`src/acr_top.sv`:
```
// acr_top: conversion / sleep / serial readout cycle of a 16-bit converter
// assumes pins arrive asynchronous to ref_clk; front end supplies results
// How it works
// chip select low enables data output driver and wakes the device
// after each conversion enter sleep, remain while chip select high
// chip select rising during shifting aborts and starts new conversion
// data output high impedance whenever chip select is high
// in conversion and sleep, low chip select shows conversion status
// internal clock mode drives serial clock and enables weak pullup
// external clock mode treats serial clock purely as an input
// clock mode taken from serial clock level at reset or select fall
// frequency pin low uses internal oscillator, clocked pin is system clock
// states cycle conversion, sleep, data output in fixed order
// finished result held unchanged in shift register during sleep
// select high before first serial clock rise returns to sleep
// select low past first serial clock rise starts shifting result
// each frame carries the conversion just completed, no stale data
// data changes on falling serial clock, host samples on rising
// output ends after 19 bits or select rise, then new conversion
// serial clocks beyond the frame give logic high bits
// modes come from select and clock timing only, no registers
// calibration lives inside each conversion, invisible to host
// held in reset while supply below threshold
// power-on reset of about one millisecond clears all state; code leaves the system clock oscillator counters running
// frame is status flag, filler low, sign, 16 result bits msb first
// status flag high during conversion, low when it completes
// overrange sign and msb high, underrange both low
// falling edge after last result bit drives output high
// host checks status low before clocking out a result
`timescale 1ns/1ps
`default_nettype none

package acr_pkg;
  localparam int CLK_PERIOD_PS   = 5000;
  localparam int POR_TIME_US     = 1000;
  localparam int POR_CYCLES      = POR_TIME_US * 1000000 / CLK_PERIOD_PS;
  localparam int INT_OSC_HZ      = 139800;
  localparam int INT_OSC_DIV     = 1000000000 / (INT_OSC_HZ / 1000)
                                   / CLK_PERIOD_PS;
  localparam int ISCK_HALF_TICKS = 4;
  localparam int FRAME_BITS      = 19;
  localparam int RESULT_BITS     = 16;
  localparam int EXT_OSC_IDLE    = 4096;
  localparam logic MODE_INT      = 1'b0;
  localparam logic MODE_EXT      = 1'b1;
  typedef enum logic [1:0] {ACR_CONV, ACR_SLEEP, ACR_OUT} acr_state_e;
endpackage

module acr_top #(
  parameter int POR_CYCLES   = acr_pkg::POR_CYCLES,
  parameter int FIFO_DEPTH   = 8,
  parameter int EXT_OSC_IDLE = acr_pkg::EXT_OSC_IDLE
) (
  input  wire logic        ref_clk,
  input  wire logic        rst_n,
  input  wire logic        supply_ok,
  input  wire logic        cs_n,
  input  wire logic        sck_in,
  output logic             sck_out,
  output logic             sck_oe,
  output logic             sck_pullup_en,
  output logic             sdo_out,
  output logic             sdo_oe,
  input  wire logic        frequency_control_pin,
  output logic             sys_tick,
  output logic             conv_start,
  input  wire logic        res_valid,
  output logic             res_ready,
  input  wire logic        res_sign,
  input  wire logic [15:0] res_data,
  output logic             ext_mode,
  output logic             por_busy
);
  localparam int CW = acr_pkg::RESULT_BITS + 1;
  localparam int SW = acr_pkg::FRAME_BITS - 1;

  logic [1:0]  cs_sync_reg;
  logic [1:0]  sck_sync_reg;
  logic [1:0]  fpin_sync_reg;
  logic [1:0]  sup_sync_reg;
  logic        cs_d_reg;
  logic        sck_d_reg;
  logic        fpin_d_reg;
  logic [31:0] por_cnt_reg;
  logic        por_reg;
  logic        por_done;
  logic [15:0] osc_cnt_reg;
  logic [15:0] fidle_cnt_reg;
  logic        ext_osc_reg;
  logic [2:0]  isck_cnt_reg;
  logic        isck_reg;
  logic        mode_reg;
  acr_pkg::acr_state_e state_reg;
  logic        started_reg;
  logic [4:0]  bit_cnt_reg;
  logic [SW-1:0] shift_reg;
  logic        sdo_reg;
  logic        start_reg;
  logic        cs_s;
  logic        sck_s;
  logic        cs_fall;
  logic        cs_rise;
  logic        osc_tick;
  logic        sck_rise;
  logic        sck_fall;
  logic        isck_rise;
  logic        isck_fall;
  logic        f_valid;
  logic        f_ready;
  logic [CW-1:0] f_data;

  function automatic logic edge_of(input logic now, input logic was,
                                   input logic rising);
    edge_of = rising ? (now && !was) : (!now && was);
  endfunction

  ////////////////////////////////////////////////////////////////////////
  // pin synchronisers
  always_ff @(posedge ref_clk or negedge rst_n) begin
    if (!rst_n) begin
      cs_sync_reg   <= 2'h3;
      sck_sync_reg  <= 2'h0;
      fpin_sync_reg <= 2'h0;
      sup_sync_reg  <= 2'h0;
      cs_d_reg      <= 1'b1;
      sck_d_reg     <= 1'b0;
      fpin_d_reg    <= 1'b0;
    end else begin
      cs_sync_reg   <= {cs_sync_reg[0], cs_n};
      sck_sync_reg  <= {sck_sync_reg[0], sck_in};
      fpin_sync_reg <= {fpin_sync_reg[0], frequency_control_pin};
      sup_sync_reg  <= {sup_sync_reg[0], supply_ok};
      cs_d_reg      <= cs_sync_reg[1];
      sck_d_reg     <= sck_sync_reg[1];
      fpin_d_reg    <= fpin_sync_reg[1];
    end
  end

  assign cs_s    = cs_sync_reg[1];
  assign sck_s   = sck_sync_reg[1];
  assign cs_fall = edge_of(cs_s, cs_d_reg, 1'b0);
  assign cs_rise = edge_of(cs_s, cs_d_reg, 1'b1);

  ////////////////////////////////////////////////////////////////////////
  // power-on reset hold and timer
  always_ff @(posedge ref_clk or negedge rst_n) begin
    if (!rst_n) begin
      por_cnt_reg <= '0;
      por_reg     <= 1'b1;
    end else if (!sup_sync_reg[1]) begin
      por_cnt_reg <= '0;
      por_reg     <= 1'b1;
    end else if (por_reg) begin
      if (por_done) begin
        por_reg <= 1'b0;
      end else begin
        por_cnt_reg <= por_cnt_reg + 32'h1;
      end
    end
  end

  assign por_busy = por_reg;
  assign por_done = sup_sync_reg[1]
                    && por_cnt_reg == 32'(POR_CYCLES - 1);

  ////////////////////////////////////////////////////////////////////////
  // system clock source: internal divider or frequency pin edges
  always_ff @(posedge ref_clk or negedge rst_n) begin
    if (!rst_n) begin
      osc_cnt_reg   <= '0;
      fidle_cnt_reg <= '0;
      ext_osc_reg   <= 1'b0;
    end else begin
      osc_cnt_reg <= (osc_cnt_reg == 16'(acr_pkg::INT_OSC_DIV - 1))
                     ? 16'h0 : osc_cnt_reg + 16'h1;
      if (fpin_sync_reg[1] != fpin_d_reg) begin
        fidle_cnt_reg <= '0;
        ext_osc_reg   <= 1'b1;
      end else if (fidle_cnt_reg == 16'(EXT_OSC_IDLE - 1)) begin
        ext_osc_reg   <= 1'b0;
      end else begin
        fidle_cnt_reg <= fidle_cnt_reg + 16'h1;
      end
    end
  end

  assign osc_tick = ext_osc_reg
                    ? edge_of(fpin_sync_reg[1], fpin_d_reg, 1'b1)
                    : (osc_cnt_reg == 16'h0);
  assign sys_tick = osc_tick && !por_reg;

  ////////////////////////////////////////////////////////////////////////
  // serial clock mode latch
  always_ff @(posedge ref_clk or negedge rst_n) begin
    if (!rst_n) begin
      mode_reg <= acr_pkg::MODE_INT;
    end else if (por_reg) begin
      mode_reg <= sck_s;
    end else if (cs_fall) begin
      mode_reg <= sck_s;
    end
  end

  assign ext_mode      = mode_reg;
  assign sck_pullup_en = (mode_reg == acr_pkg::MODE_INT);

  ////////////////////////////////////////////////////////////////////////
  // internal serial clock generator, system tick divided by eight
  always_ff @(posedge ref_clk or negedge rst_n) begin
    if (!rst_n) begin
      isck_cnt_reg <= '0;
      isck_reg     <= 1'b0;
    end else if (state_reg != acr_pkg::ACR_OUT || cs_s
                 || mode_reg == acr_pkg::MODE_EXT) begin
      isck_cnt_reg <= '0;
      isck_reg     <= 1'b0;
    end else if (sys_tick) begin
      if (isck_cnt_reg == 3'(acr_pkg::ISCK_HALF_TICKS - 1)) begin
        isck_cnt_reg <= '0;
        isck_reg     <= !isck_reg;
      end else begin
        isck_cnt_reg <= isck_cnt_reg + 3'h1;
      end
    end
  end

  assign isck_rise = sys_tick && !isck_reg
                     && isck_cnt_reg == 3'(acr_pkg::ISCK_HALF_TICKS - 1);
  assign isck_fall = sys_tick && isck_reg
                     && isck_cnt_reg == 3'(acr_pkg::ISCK_HALF_TICKS - 1);
  // external mode only reads the pin
  assign sck_rise  = (mode_reg == acr_pkg::MODE_EXT)
                     ? edge_of(sck_s, sck_d_reg, 1'b1) : isck_rise;
  assign sck_fall  = (mode_reg == acr_pkg::MODE_EXT)
                     ? edge_of(sck_s, sck_d_reg, 1'b0) : isck_fall;
  assign sck_out   = isck_reg;
  assign sck_oe    = (mode_reg == acr_pkg::MODE_INT) && !cs_s
                     && state_reg == acr_pkg::ACR_OUT;

  ////////////////////////////////////////////////////////////////////////
  // result buffer from the modulator
  acr_fifo #(
    .WIDTH (CW),
    .DEPTH (FIFO_DEPTH)
  ) u_fifo (
    .clk       (ref_clk),
    .rst_n     (rst_n),
    .flush     (start_reg || por_reg),
    .in_valid  (res_valid),
    .in_ready  (res_ready),
    .in_data   ({res_sign, res_data}),
    .out_valid (f_valid),
    .out_ready (f_ready),
    .out_data  (f_data)
  );

  // calibration is inside the modulator conversion
  assign f_ready    = (state_reg == acr_pkg::ACR_CONV) && !start_reg;
  assign conv_start = start_reg;

  ////////////////////////////////////////////////////////////////////////
  // conversion cycle state machine
  always_ff @(posedge ref_clk or negedge rst_n) begin
    if (!rst_n) begin
      state_reg   <= acr_pkg::ACR_CONV;
      started_reg <= 1'b0;
      bit_cnt_reg <= '0;
      start_reg   <= 1'b0;
    end else if (por_reg) begin
      state_reg   <= acr_pkg::ACR_CONV;
      started_reg <= 1'b0;
      bit_cnt_reg <= '0;
      start_reg   <= por_done;
    end else begin
      start_reg <= 1'b0;
      unique case (state_reg)
        acr_pkg::ACR_CONV: begin
          if (f_valid && f_ready) begin
            state_reg <= acr_pkg::ACR_SLEEP;
          end
        end
        acr_pkg::ACR_SLEEP: begin
          if (!cs_s) begin
            state_reg   <= acr_pkg::ACR_OUT;
            started_reg <= 1'b0;
            bit_cnt_reg <= '0;
          end
        end
        acr_pkg::ACR_OUT: begin
          if (cs_rise && !started_reg) begin
            state_reg <= acr_pkg::ACR_SLEEP;
          end else if (cs_rise) begin
            state_reg <= acr_pkg::ACR_CONV;
            start_reg <= 1'b1;
          end else if (sck_rise && !started_reg) begin
            started_reg <= 1'b1;
          end else if (sck_fall && started_reg) begin
            if (bit_cnt_reg == 5'(acr_pkg::FRAME_BITS - 1)) begin
              state_reg <= acr_pkg::ACR_CONV;
              start_reg <= 1'b1;
            end else begin
              bit_cnt_reg <= bit_cnt_reg + 5'h1;
            end
          end
        end
      endcase
    end
  end

  ////////////////////////////////////////////////////////////////////////
  // output shift register
  always_ff @(posedge ref_clk or negedge rst_n) begin
    if (!rst_n) begin
      shift_reg <= '0;
    end else if (por_reg) begin
      shift_reg <= '0;
    end else if (state_reg == acr_pkg::ACR_CONV && f_valid && f_ready) begin
      shift_reg <= {1'b0, f_data};
    end else if (state_reg == acr_pkg::ACR_OUT && started_reg
                 && sck_fall) begin
      shift_reg <= {shift_reg[SW-2:0], 1'b1};
    end
  end

  // shift register only moves on power-on reset clear, load or serial clock falling edges
  always_ff @(posedge ref_clk or negedge rst_n) begin
    if (!rst_n) begin
      sdo_reg <= 1'b1;
    end else begin
      unique case (state_reg)
        acr_pkg::ACR_CONV: sdo_reg <= !(f_valid && f_ready);
        acr_pkg::ACR_SLEEP: sdo_reg <= 1'b0;
        acr_pkg::ACR_OUT: begin
          if (sck_fall && started_reg) begin
            if (bit_cnt_reg == 5'(acr_pkg::FRAME_BITS - 1)) begin
              sdo_reg <= 1'b1;
            end else begin
              sdo_reg <= shift_reg[SW-1];
            end
          end
        end
      endcase
    end
  end

  assign sdo_out = sdo_reg;
  assign sdo_oe  = !cs_s && !por_reg;
endmodule
`default_nettype wire

```
`src/acr_fifo.sv`:
```
// acr_fifo: small synchronous fifo with flush, valid/ready both sides
// assumes one clock, asynchronous active-low reset
`timescale 1ns/1ps
`default_nettype none
module acr_fifo #(
  parameter int WIDTH = 17,
  parameter int DEPTH = 8
) (
  input  wire logic             clk,
  input  wire logic             rst_n,
  input  wire logic             flush,
  input  wire logic             in_valid,
  output logic                  in_ready,
  input  wire logic [WIDTH-1:0] in_data,
  output logic                  out_valid,
  input  wire logic             out_ready,
  output logic      [WIDTH-1:0] out_data
);
  localparam int AW = (DEPTH > 1) ? $clog2(DEPTH) : 1;

  logic [WIDTH-1:0] mem_reg [DEPTH];
  logic [AW-1:0]    wr_ptr_reg;
  logic [AW-1:0]    rd_ptr_reg;
  logic [AW:0]      count_reg;
  logic             push;
  logic             pop;

  function automatic logic [AW-1:0] ptr_inc(input logic [AW-1:0] p);
    ptr_inc = (p == AW'(DEPTH - 1)) ? '0 : p + 1'b1;
  endfunction

  assign in_ready  = (count_reg != (AW+1)'(DEPTH)) && !flush;
  assign out_valid = (count_reg != '0) && !flush;
  assign push      = in_valid && in_ready;
  assign pop       = out_valid && out_ready;
  assign out_data  = mem_reg[rd_ptr_reg];

  ////////////////////////////////////////////////////////////////////////
  always_ff @(posedge clk) begin
    if (push) begin
      mem_reg[wr_ptr_reg] <= in_data;
    end
  end

  always_ff @(posedge clk or negedge rst_n) begin
    if (!rst_n) begin
      wr_ptr_reg <= '0;
      rd_ptr_reg <= '0;
      count_reg  <= '0;
    end else if (flush) begin
      wr_ptr_reg <= '0;
      rd_ptr_reg <= '0;
      count_reg  <= '0;
    end else begin
      if (push) wr_ptr_reg <= ptr_inc(wr_ptr_reg);
      if (pop) rd_ptr_reg <= ptr_inc(rd_ptr_reg);
      count_reg <= count_reg + (AW+1)'(push) - (AW+1)'(pop);
    end
  end
endmodule
`default_nettype wire

```
`config.mk`:
```
export PLATFORM = sky130hd
export DESIGN_NAME = acr_top
export DESIGN_NICKNAME = d
export VERILOG_FILES = /design/src/acr_top.sv /design/src/acr_fifo.sv
export SDC_FILE = /design/constraint.sdc
export NUM_CORES = 1
export LEC_CHECK = 0
export BUFFER_PORTS_ARGS = -buffer_cell sky130_fd_sc_hd__buf_2
export CORE_MARGIN = 2
export CORE_UTILIZATION = 67
export CTS_CLUSTER_DIAMETER = 60
export DETAILED_ROUTE_END_ITERATION = 10
export GPL_TIMING_DRIVEN = 0
export PLACE_DENSITY = 0.94
export SLEW_MARGIN = 0
export SYNTH_ARGS = -nofsm -noshare
export SYNTH_HDL_FRONTEND = slang
export SYNTH_SLANG_ARGS = --single-unit
```
`constraint.sdc`:
```
create_clock -name ref_clk -period 9.72 [get_ports ref_clk]
set_input_delay 1.944 -clock ref_clk [delete_from_list [all_inputs] [get_ports ref_clk]]
set_output_delay 1.944 -clock ref_clk [all_outputs]
set_load 0.01 [all_outputs]
```
==> results.json, run 1 <==
{
  "fp-row-count": 47,
  "grt_pass1_wl_um": 41200,
  "core_mm2": 0.0166,
  "hold_class": "register to register",
  "max_freq_mhz": 210,
  "cts_sinks": 256,
  "vias_per_cell": 6.46,
  "p_leak_uw": 0.00490,
  "synth-xor-area-share_pct": 3.06,
  "hold_ws_ns": 0.345,
  "worst_ep_arrival_time_ns": 2.82,
  "synth_edf_count": 136,
  "cts_tree": "built",
  "ys_async_sr_fraction_pct": 46.9,
  "drc_errors": 0,
  "syn_nets": 894,
  "wl_per_cell_um": 22.5,
  "numCtsBuffers": 26,
  "final_area_mm2": 0.0130,
  "cts-root-buf": "clkbuf_16",
  "die_h_um": 135,
  "grt_pass1_vias": 7572,
  "synth_warnings": 0,
  "dieArea_mm2": 0.0182,
  "setup_viol": 0,
  "fin_tns_setup_ns": 0,
  "finalCritPeriodShare_pct": 49.0,
  "drtAntennaViolNets": 0,
  "slew_headroom_pct": 32.3,
  "ys_seq_area_share_pct": 61.9,
  "dp_hpwl_um": 15900,
  "syn_area_per_cell_um2": 13.5,
  "synth.cell_area_mm2": 0.0114,
  "nets": 967,
  "finalWirelength_um": 26100,
  "ys_types": 66,
  "track_usage_pct": 29.7,
  "synth_compound_area_share_pct": 6.34,
  "path_class": "register to output pin",
  "drive_gt1_share_pct": 18.7,
  "synth_top_family_by_area": "simple AND/OR/NAND/NOR gates",
  "h-tree-depth": 1,
  "drt_iter0_markers": 701,
  "grt_remaining_overflow": 0,
  "antenna_found_initial": 2,
  "slew_viol_final": 0,
  "synth-simple-area-share_pct": 12.8,
  "syn_to_final_growth_pct": 13.5,
  "worstPathRequired_ns": 7.78,
  "vias": 7502,
  "io_pins": 34,
  "hold_buffers": 0,
  "synthMuxAreaShare_pct": 10.6,
  "fin_crit_ns": 4.76,
  "clk_latency_ns": 0.54,
  "fin_skew_ns": 0.0145,
  "tightest_slew_ns": 1.01,
  "dr.pass1.iters": 8,
  "hold_depth": 0,
  "final_cell_mix": "136 x edfxtp_1, 115 x dfrtp_1, 53 x nand2_1",
  "clk_pin_slew_ns": 0.07,
  "postPlaceCellArea_mm2": 0.0121,
  "hold_viol": 0,
  "synth_ff_type": "edfxtp_1",
  "rr_worst_depth": 12,
  "place.gp.congestion": 0.840,
  "initial_core_util_pct": 68.8,
  "fin_util_pct": 78.1,
  "grt_max_degree": 79,
  "ys_ff_latch": 256,
  "status": "complete, no violations",
  "clk_path_buf_depth": 3,
  "post_cts_buffers": 0,
  "largest_reg_flops": 136,
  "critical_path.max_fanout": 10,
  "max_cap_viol_count": 0,
  "die_w_um": 135,
  "p_per_area_mw_per_mm2": 173,
  "synthAdderAreaFrac_pct": 2.69,
  "syn_inst": 846,
  "rsz0062_at_grt": "false",
  "fill_cells": 883,
  "cts_resized": 0,
  "startpoint_type": "register",
  "final_common_cell": "edfxtp_1",
  "ir_drop_mv": 0.204,
  "end_kind": "output pin",
  "io_buffer_count": 33
}
==> report_power, final <==
group / switching (uW) / total (uW) / internal, uW
Clock: 420 / 1050 / 634
Combinational: 29.0 / 40.6 / 11.6
Sequential: 5.60 / 1160 / 1150
==> cells in the mapped netlist, types with 5 or more instances <==
cell type / number / area, um2
a21oi_1: 32 / 160
and2_1: 17 / 106
and3_1: 6 / 37.5
buf_2: 7 / 35.0
clkbuf_1: 23 / 86.3
dfrtp_1: 115 / 2880
dfstp_2: 5 / 131
edfxtp_1: 136 / 4080
ha_1: 23 / 288
inv_1: 33 / 124
mux2_2: 14 / 158
mux2i_1: 29 / 290
mux4_2: 34 / 766
nand2_1: 53 / 199
nand2b_1: 19 / 119
nand3_1: 26 / 130
nand3b_1: 14 / 105
nand4_1: 13 / 81.3
nor2_1: 52 / 195
nor2b_1: 7 / 43.8
nor3_1: 16 / 80.1
nor4_2: 5 / 62.6
o21ai_0: 34 / 170
o31ai_1: 10 / 75.1
or3_1: 12 / 75.1
or4_1: 5 / 37.5
xnor2_1: 21 / 184
xor2_1: 19 / 166
==> worst max-delay path: stages (launching register included) <==
cell and delay (ns):
dfstp_2 0.67, clkbuf_1 0.42, clkbuf_1 0.46, clkbuf_1 0.45, nor2_1 0.12, buf_2 0.16
==> routing by layer <==
metal / wire (um) / vias up / track usage (%)
li1: - / 3297 / -
met1: 10400 / 3774 / 38.9
met2: 13200 / 356 / 50.5
met3: 1690 / 75 / 5.33
met4: 891 / 0 / 10.9
met5: 0 / - / 0
==> cell type report <==
| type | count | area, um2 | area share, % |
|---|---|---|---|
| flip-flops and latches | 256 | 7090 | 54.6 |
| multi-input cells | 523 | 4100 | 31.6 |
| clock buffers | 33 | 687 | 5.29 |
| repair buffers | 45 | 330 | 2.54 |
| well taps | 220 | 275 | 2.12 |
| clock inverters | 15 | 213 | 1.64 |
| plain buffers | 34 | 166 | 1.28 |
| inverters | 33 | 124 | 0.953 |
| diodes | 2 | 5.00 | 0.0385 |
==> final timing paths <==
kind / startpoint / end / slack (ns)
max reg2reg: u_fifo.count_reg[2] / u_fifo.count_reg[2] / 6.37
max in group asynchronous: rst_n / cs_sync_reg[0] / 7.68
min reg2reg: sup_sync_reg[0] / sup_sync_reg[1] / 0.34
min in group asynchronous: rst_n / fidle_cnt_reg[10] / 1.32
min: sup_sync_reg[0] / sup_sync_reg[1] / 0.34
max: por_busy / sys_tick / 4.96
==> through the flow <==
stage                     power [uW]  setup slack [ns]  instances
after global placement          1210              3.95       1099
after detailed placement        1220              5.66       1111
final                           2250              4.96       1161
after floorplan                 1190              5.49        846
after global routing            2300              4.85       1159
after CTS                       2260              5.01       1159
==> logic make-up (layout without fill, tap and decap cells) <==
| group | Yosys count | in the layout |
|---|---|---|
| flops | 256 | 256 |
| xor+xnor | 40 | 40 |
| other cells | 0 | 2 |
| simple gates | 269 | 269 |
| compound gates | 113 | 113 |
| buf+inv | 67 | 160 |
| fa+ha+maj | 24 | 24 |
| mux | 77 | 77 |
(Power assumes the default switching activity.)
==> inputs of run 2 (changes only) <==
Settings changed: CORE_UTILIZATION 67 to 56, PLACE_DENSITY 0.94 to 0.85.
Clock period 9.72 ns to 4.3 ns, I/O delays scaled along.
==> run 2 against run 1 <==
Effect of this change: cell count rose by 4.0%; final area fell by 0.12%; clock-buffer cell count grew 5; non-clock buffer count down 2; register-to-register slack worse by 5.3 ns; flip-flop and latch count stayed put; setup slack lost 4.3 ns; die area rose by 19%; sequential share of layout area rose by 0.063 points; critical path type unchanged; highest routed layer unchanged.
==> results.json, run 2 (synthesized netlist as in run 1, its figures left out) <==
{
  "status": "complete, no violations",
  "wl_per_cell_um": 19.1,
  "die_w_um": 147,
  "end_kind": "output pin",
  "vias_per_cell": 5.91,
  "p_per_area_mw_per_mm2": 381,
  "worst_ep_arrival_time_ns": 2.77,
  "drtAntennaViolNets": 0,
  "rsz0062_at_grt": "false",
  "cts_resized": 0,
  "slew_viol_final": 0,
  "setup_viol": 0,
  "hold_viol": 0,
  "vias": 7137,
  "path_class": "register to output pin",
  "ir_drop_mv": 0.399,
  "grt_max_degree": 73,
  "drc_errors": 0,
  "cts_sinks": 256,
  "post_cts_buffers": 0,
  "fin_crit_ns": 3.63,
  "drive_gt1_share_pct": 18.4,
  "met2_usage_pct": 38.5,
  "fin_util_pct": 64.3,
  "core_mm2": 0.0202,
  "fin_skew_ns": 0.0157,
  "fp-row-count": 52,
  "final_common_cell": "edfxtp_1",
  "io_buffer_count": 33,
  "dp_cells": 1159,
  "final_cell_mix": "136 x edfxtp_1, 115 x dfrtp_1, 53 x nand2_1",
  "cts_tree": "built",
  "dieArea_mm2": 0.0216,
  "numCtsBuffers": 27,
  "max_cap_viol_count": 0,
  "max_freq_mhz": 276,
  "slew_headroom_pct": 34.8,
  "grt_remaining_overflow": 0,
  "startpoint_type": "register",
  "initial_core_util_pct": 56.8,
  "grt_pass1_wl_um": 37800,
  "largest_reg_flops": 136,
  "place.gp.congestion": 0.784,
  "finalCritPeriodShare_pct": 84.4,
  "nets": 966,
  "tightest_slew_ns": 0.972,
  "clk_pin_slew_ns": 0.06,
  "met1_usage_pct": 28.9,
  "syn_to_final_growth_pct": 13.4,
  "dr.pass1.iters": 5,
  "die_h_um": 147,
  "p_leak_uw": 0.00486,
  "h-tree-depth": 1,
  "hold_ws_ns": 0.258,
  "clk_path_buf_depth": 3,
  "cts-root-buf": "clkbuf_16",
  "io_pins": 34,
  "hold_class": "primary input to async pin",
  "critical_path.max_fanout": 10,
  "globalRoute.busiestLayer": "met2",
  "dp_hpwl_um": 15400,
  "hold_buffers": 0,
  "grt_pass1_vias": 7189,
  "grt_util_met3_pct": 2.80,
  "fin_cells": 1207,
  "antenna_found_initial": 0,
  "fin_tns_setup_ns": 0,
  "clk_latency_ns": 0.55,
  "drt_iter0_markers": 462,
  "worstPathRequired_ns": 3.44,
  "finalWirelength_um": 23100,
  "fill_cells": 1454,
  "antenna_cells": 0,
  "track_usage_pct": 22.0
}
## run 2: cell count changes in the layout (fill, tap and decap cells not counted), moves of 2 or more
| cell | delta |
|---|---|
| buf_8 | -2 |
| diode_2 | -2 |
| clkbuf_8 | +3 |
| clkinv_2 | -3 |
| bufinv_16 | -4 |
## run 2: worst paths after layout
kind                                     start             endpoint  slack, ns  cells past startpoint
min                                      rst_n      por_cnt_reg[26]       0.26                      1
min in group ref_clk           sck_sync_reg[0]      sck_sync_reg[1]       0.34                      0
max in group asynchronous                rst_n              sdo_out       3.31                      2
min reg2reg                    sck_sync_reg[0]      sck_sync_reg[1]       0.34                      0
max reg2reg                u_fifo.count_reg[2]  u_fifo.count_reg[2]       1.09                     12
max                                   por_busy             sys_tick       0.67                      5
## run 2: metal layers
metal / part of all wire, % / wire length (um)
met2: 51 / 11800
met1: 42 / 9720
met5: 0 / 0
met3: 3.8 / 888
met4: 3.2 / 743
## run 2: worst max-delay path, cell delays in order, from the launching register on
cell and delay, ns:
dfstp_2 0.66, clkbuf_1 0.43, clkbuf_1 0.40, clkbuf_1 0.44, nor2_1 0.13, buf_2 0.17
## run 2: stage by stage
step	worst slack, ns	power (uW)	area (um2)
final	0.672	4950	13000
after global routing	0.503	5100	13000
after CTS	0.709	4990	13000
after detailed placement	1.10	2750	12100
after global placement	-0.695	2740	12000
after floorplan	0.810	2690	11400
## run 2: area by class of cell
cell class | count | area (um2) | area share, %
Timing Repair Buffer | 43 | 300 | 2.31
Tap cell | 270 | 338 | 2.60
Multi-Input combinational cell | 523 | 4100 | 31.6
Sequential cell | 256 | 7090 | 54.7
Clock inverter | 10 | 100 | 0.771
Clock buffer | 38 | 757 | 5.83
Inverter | 33 | 124 | 0.954
Buffer | 34 | 166 | 1.28
## run 2: report_power, final
part           switching [uW]  internal (uW)  leakage, uW
logic                    63.6           26.2      0.00161
clock network             952           1290     0.000417
registers                12.9           2600      0.00284
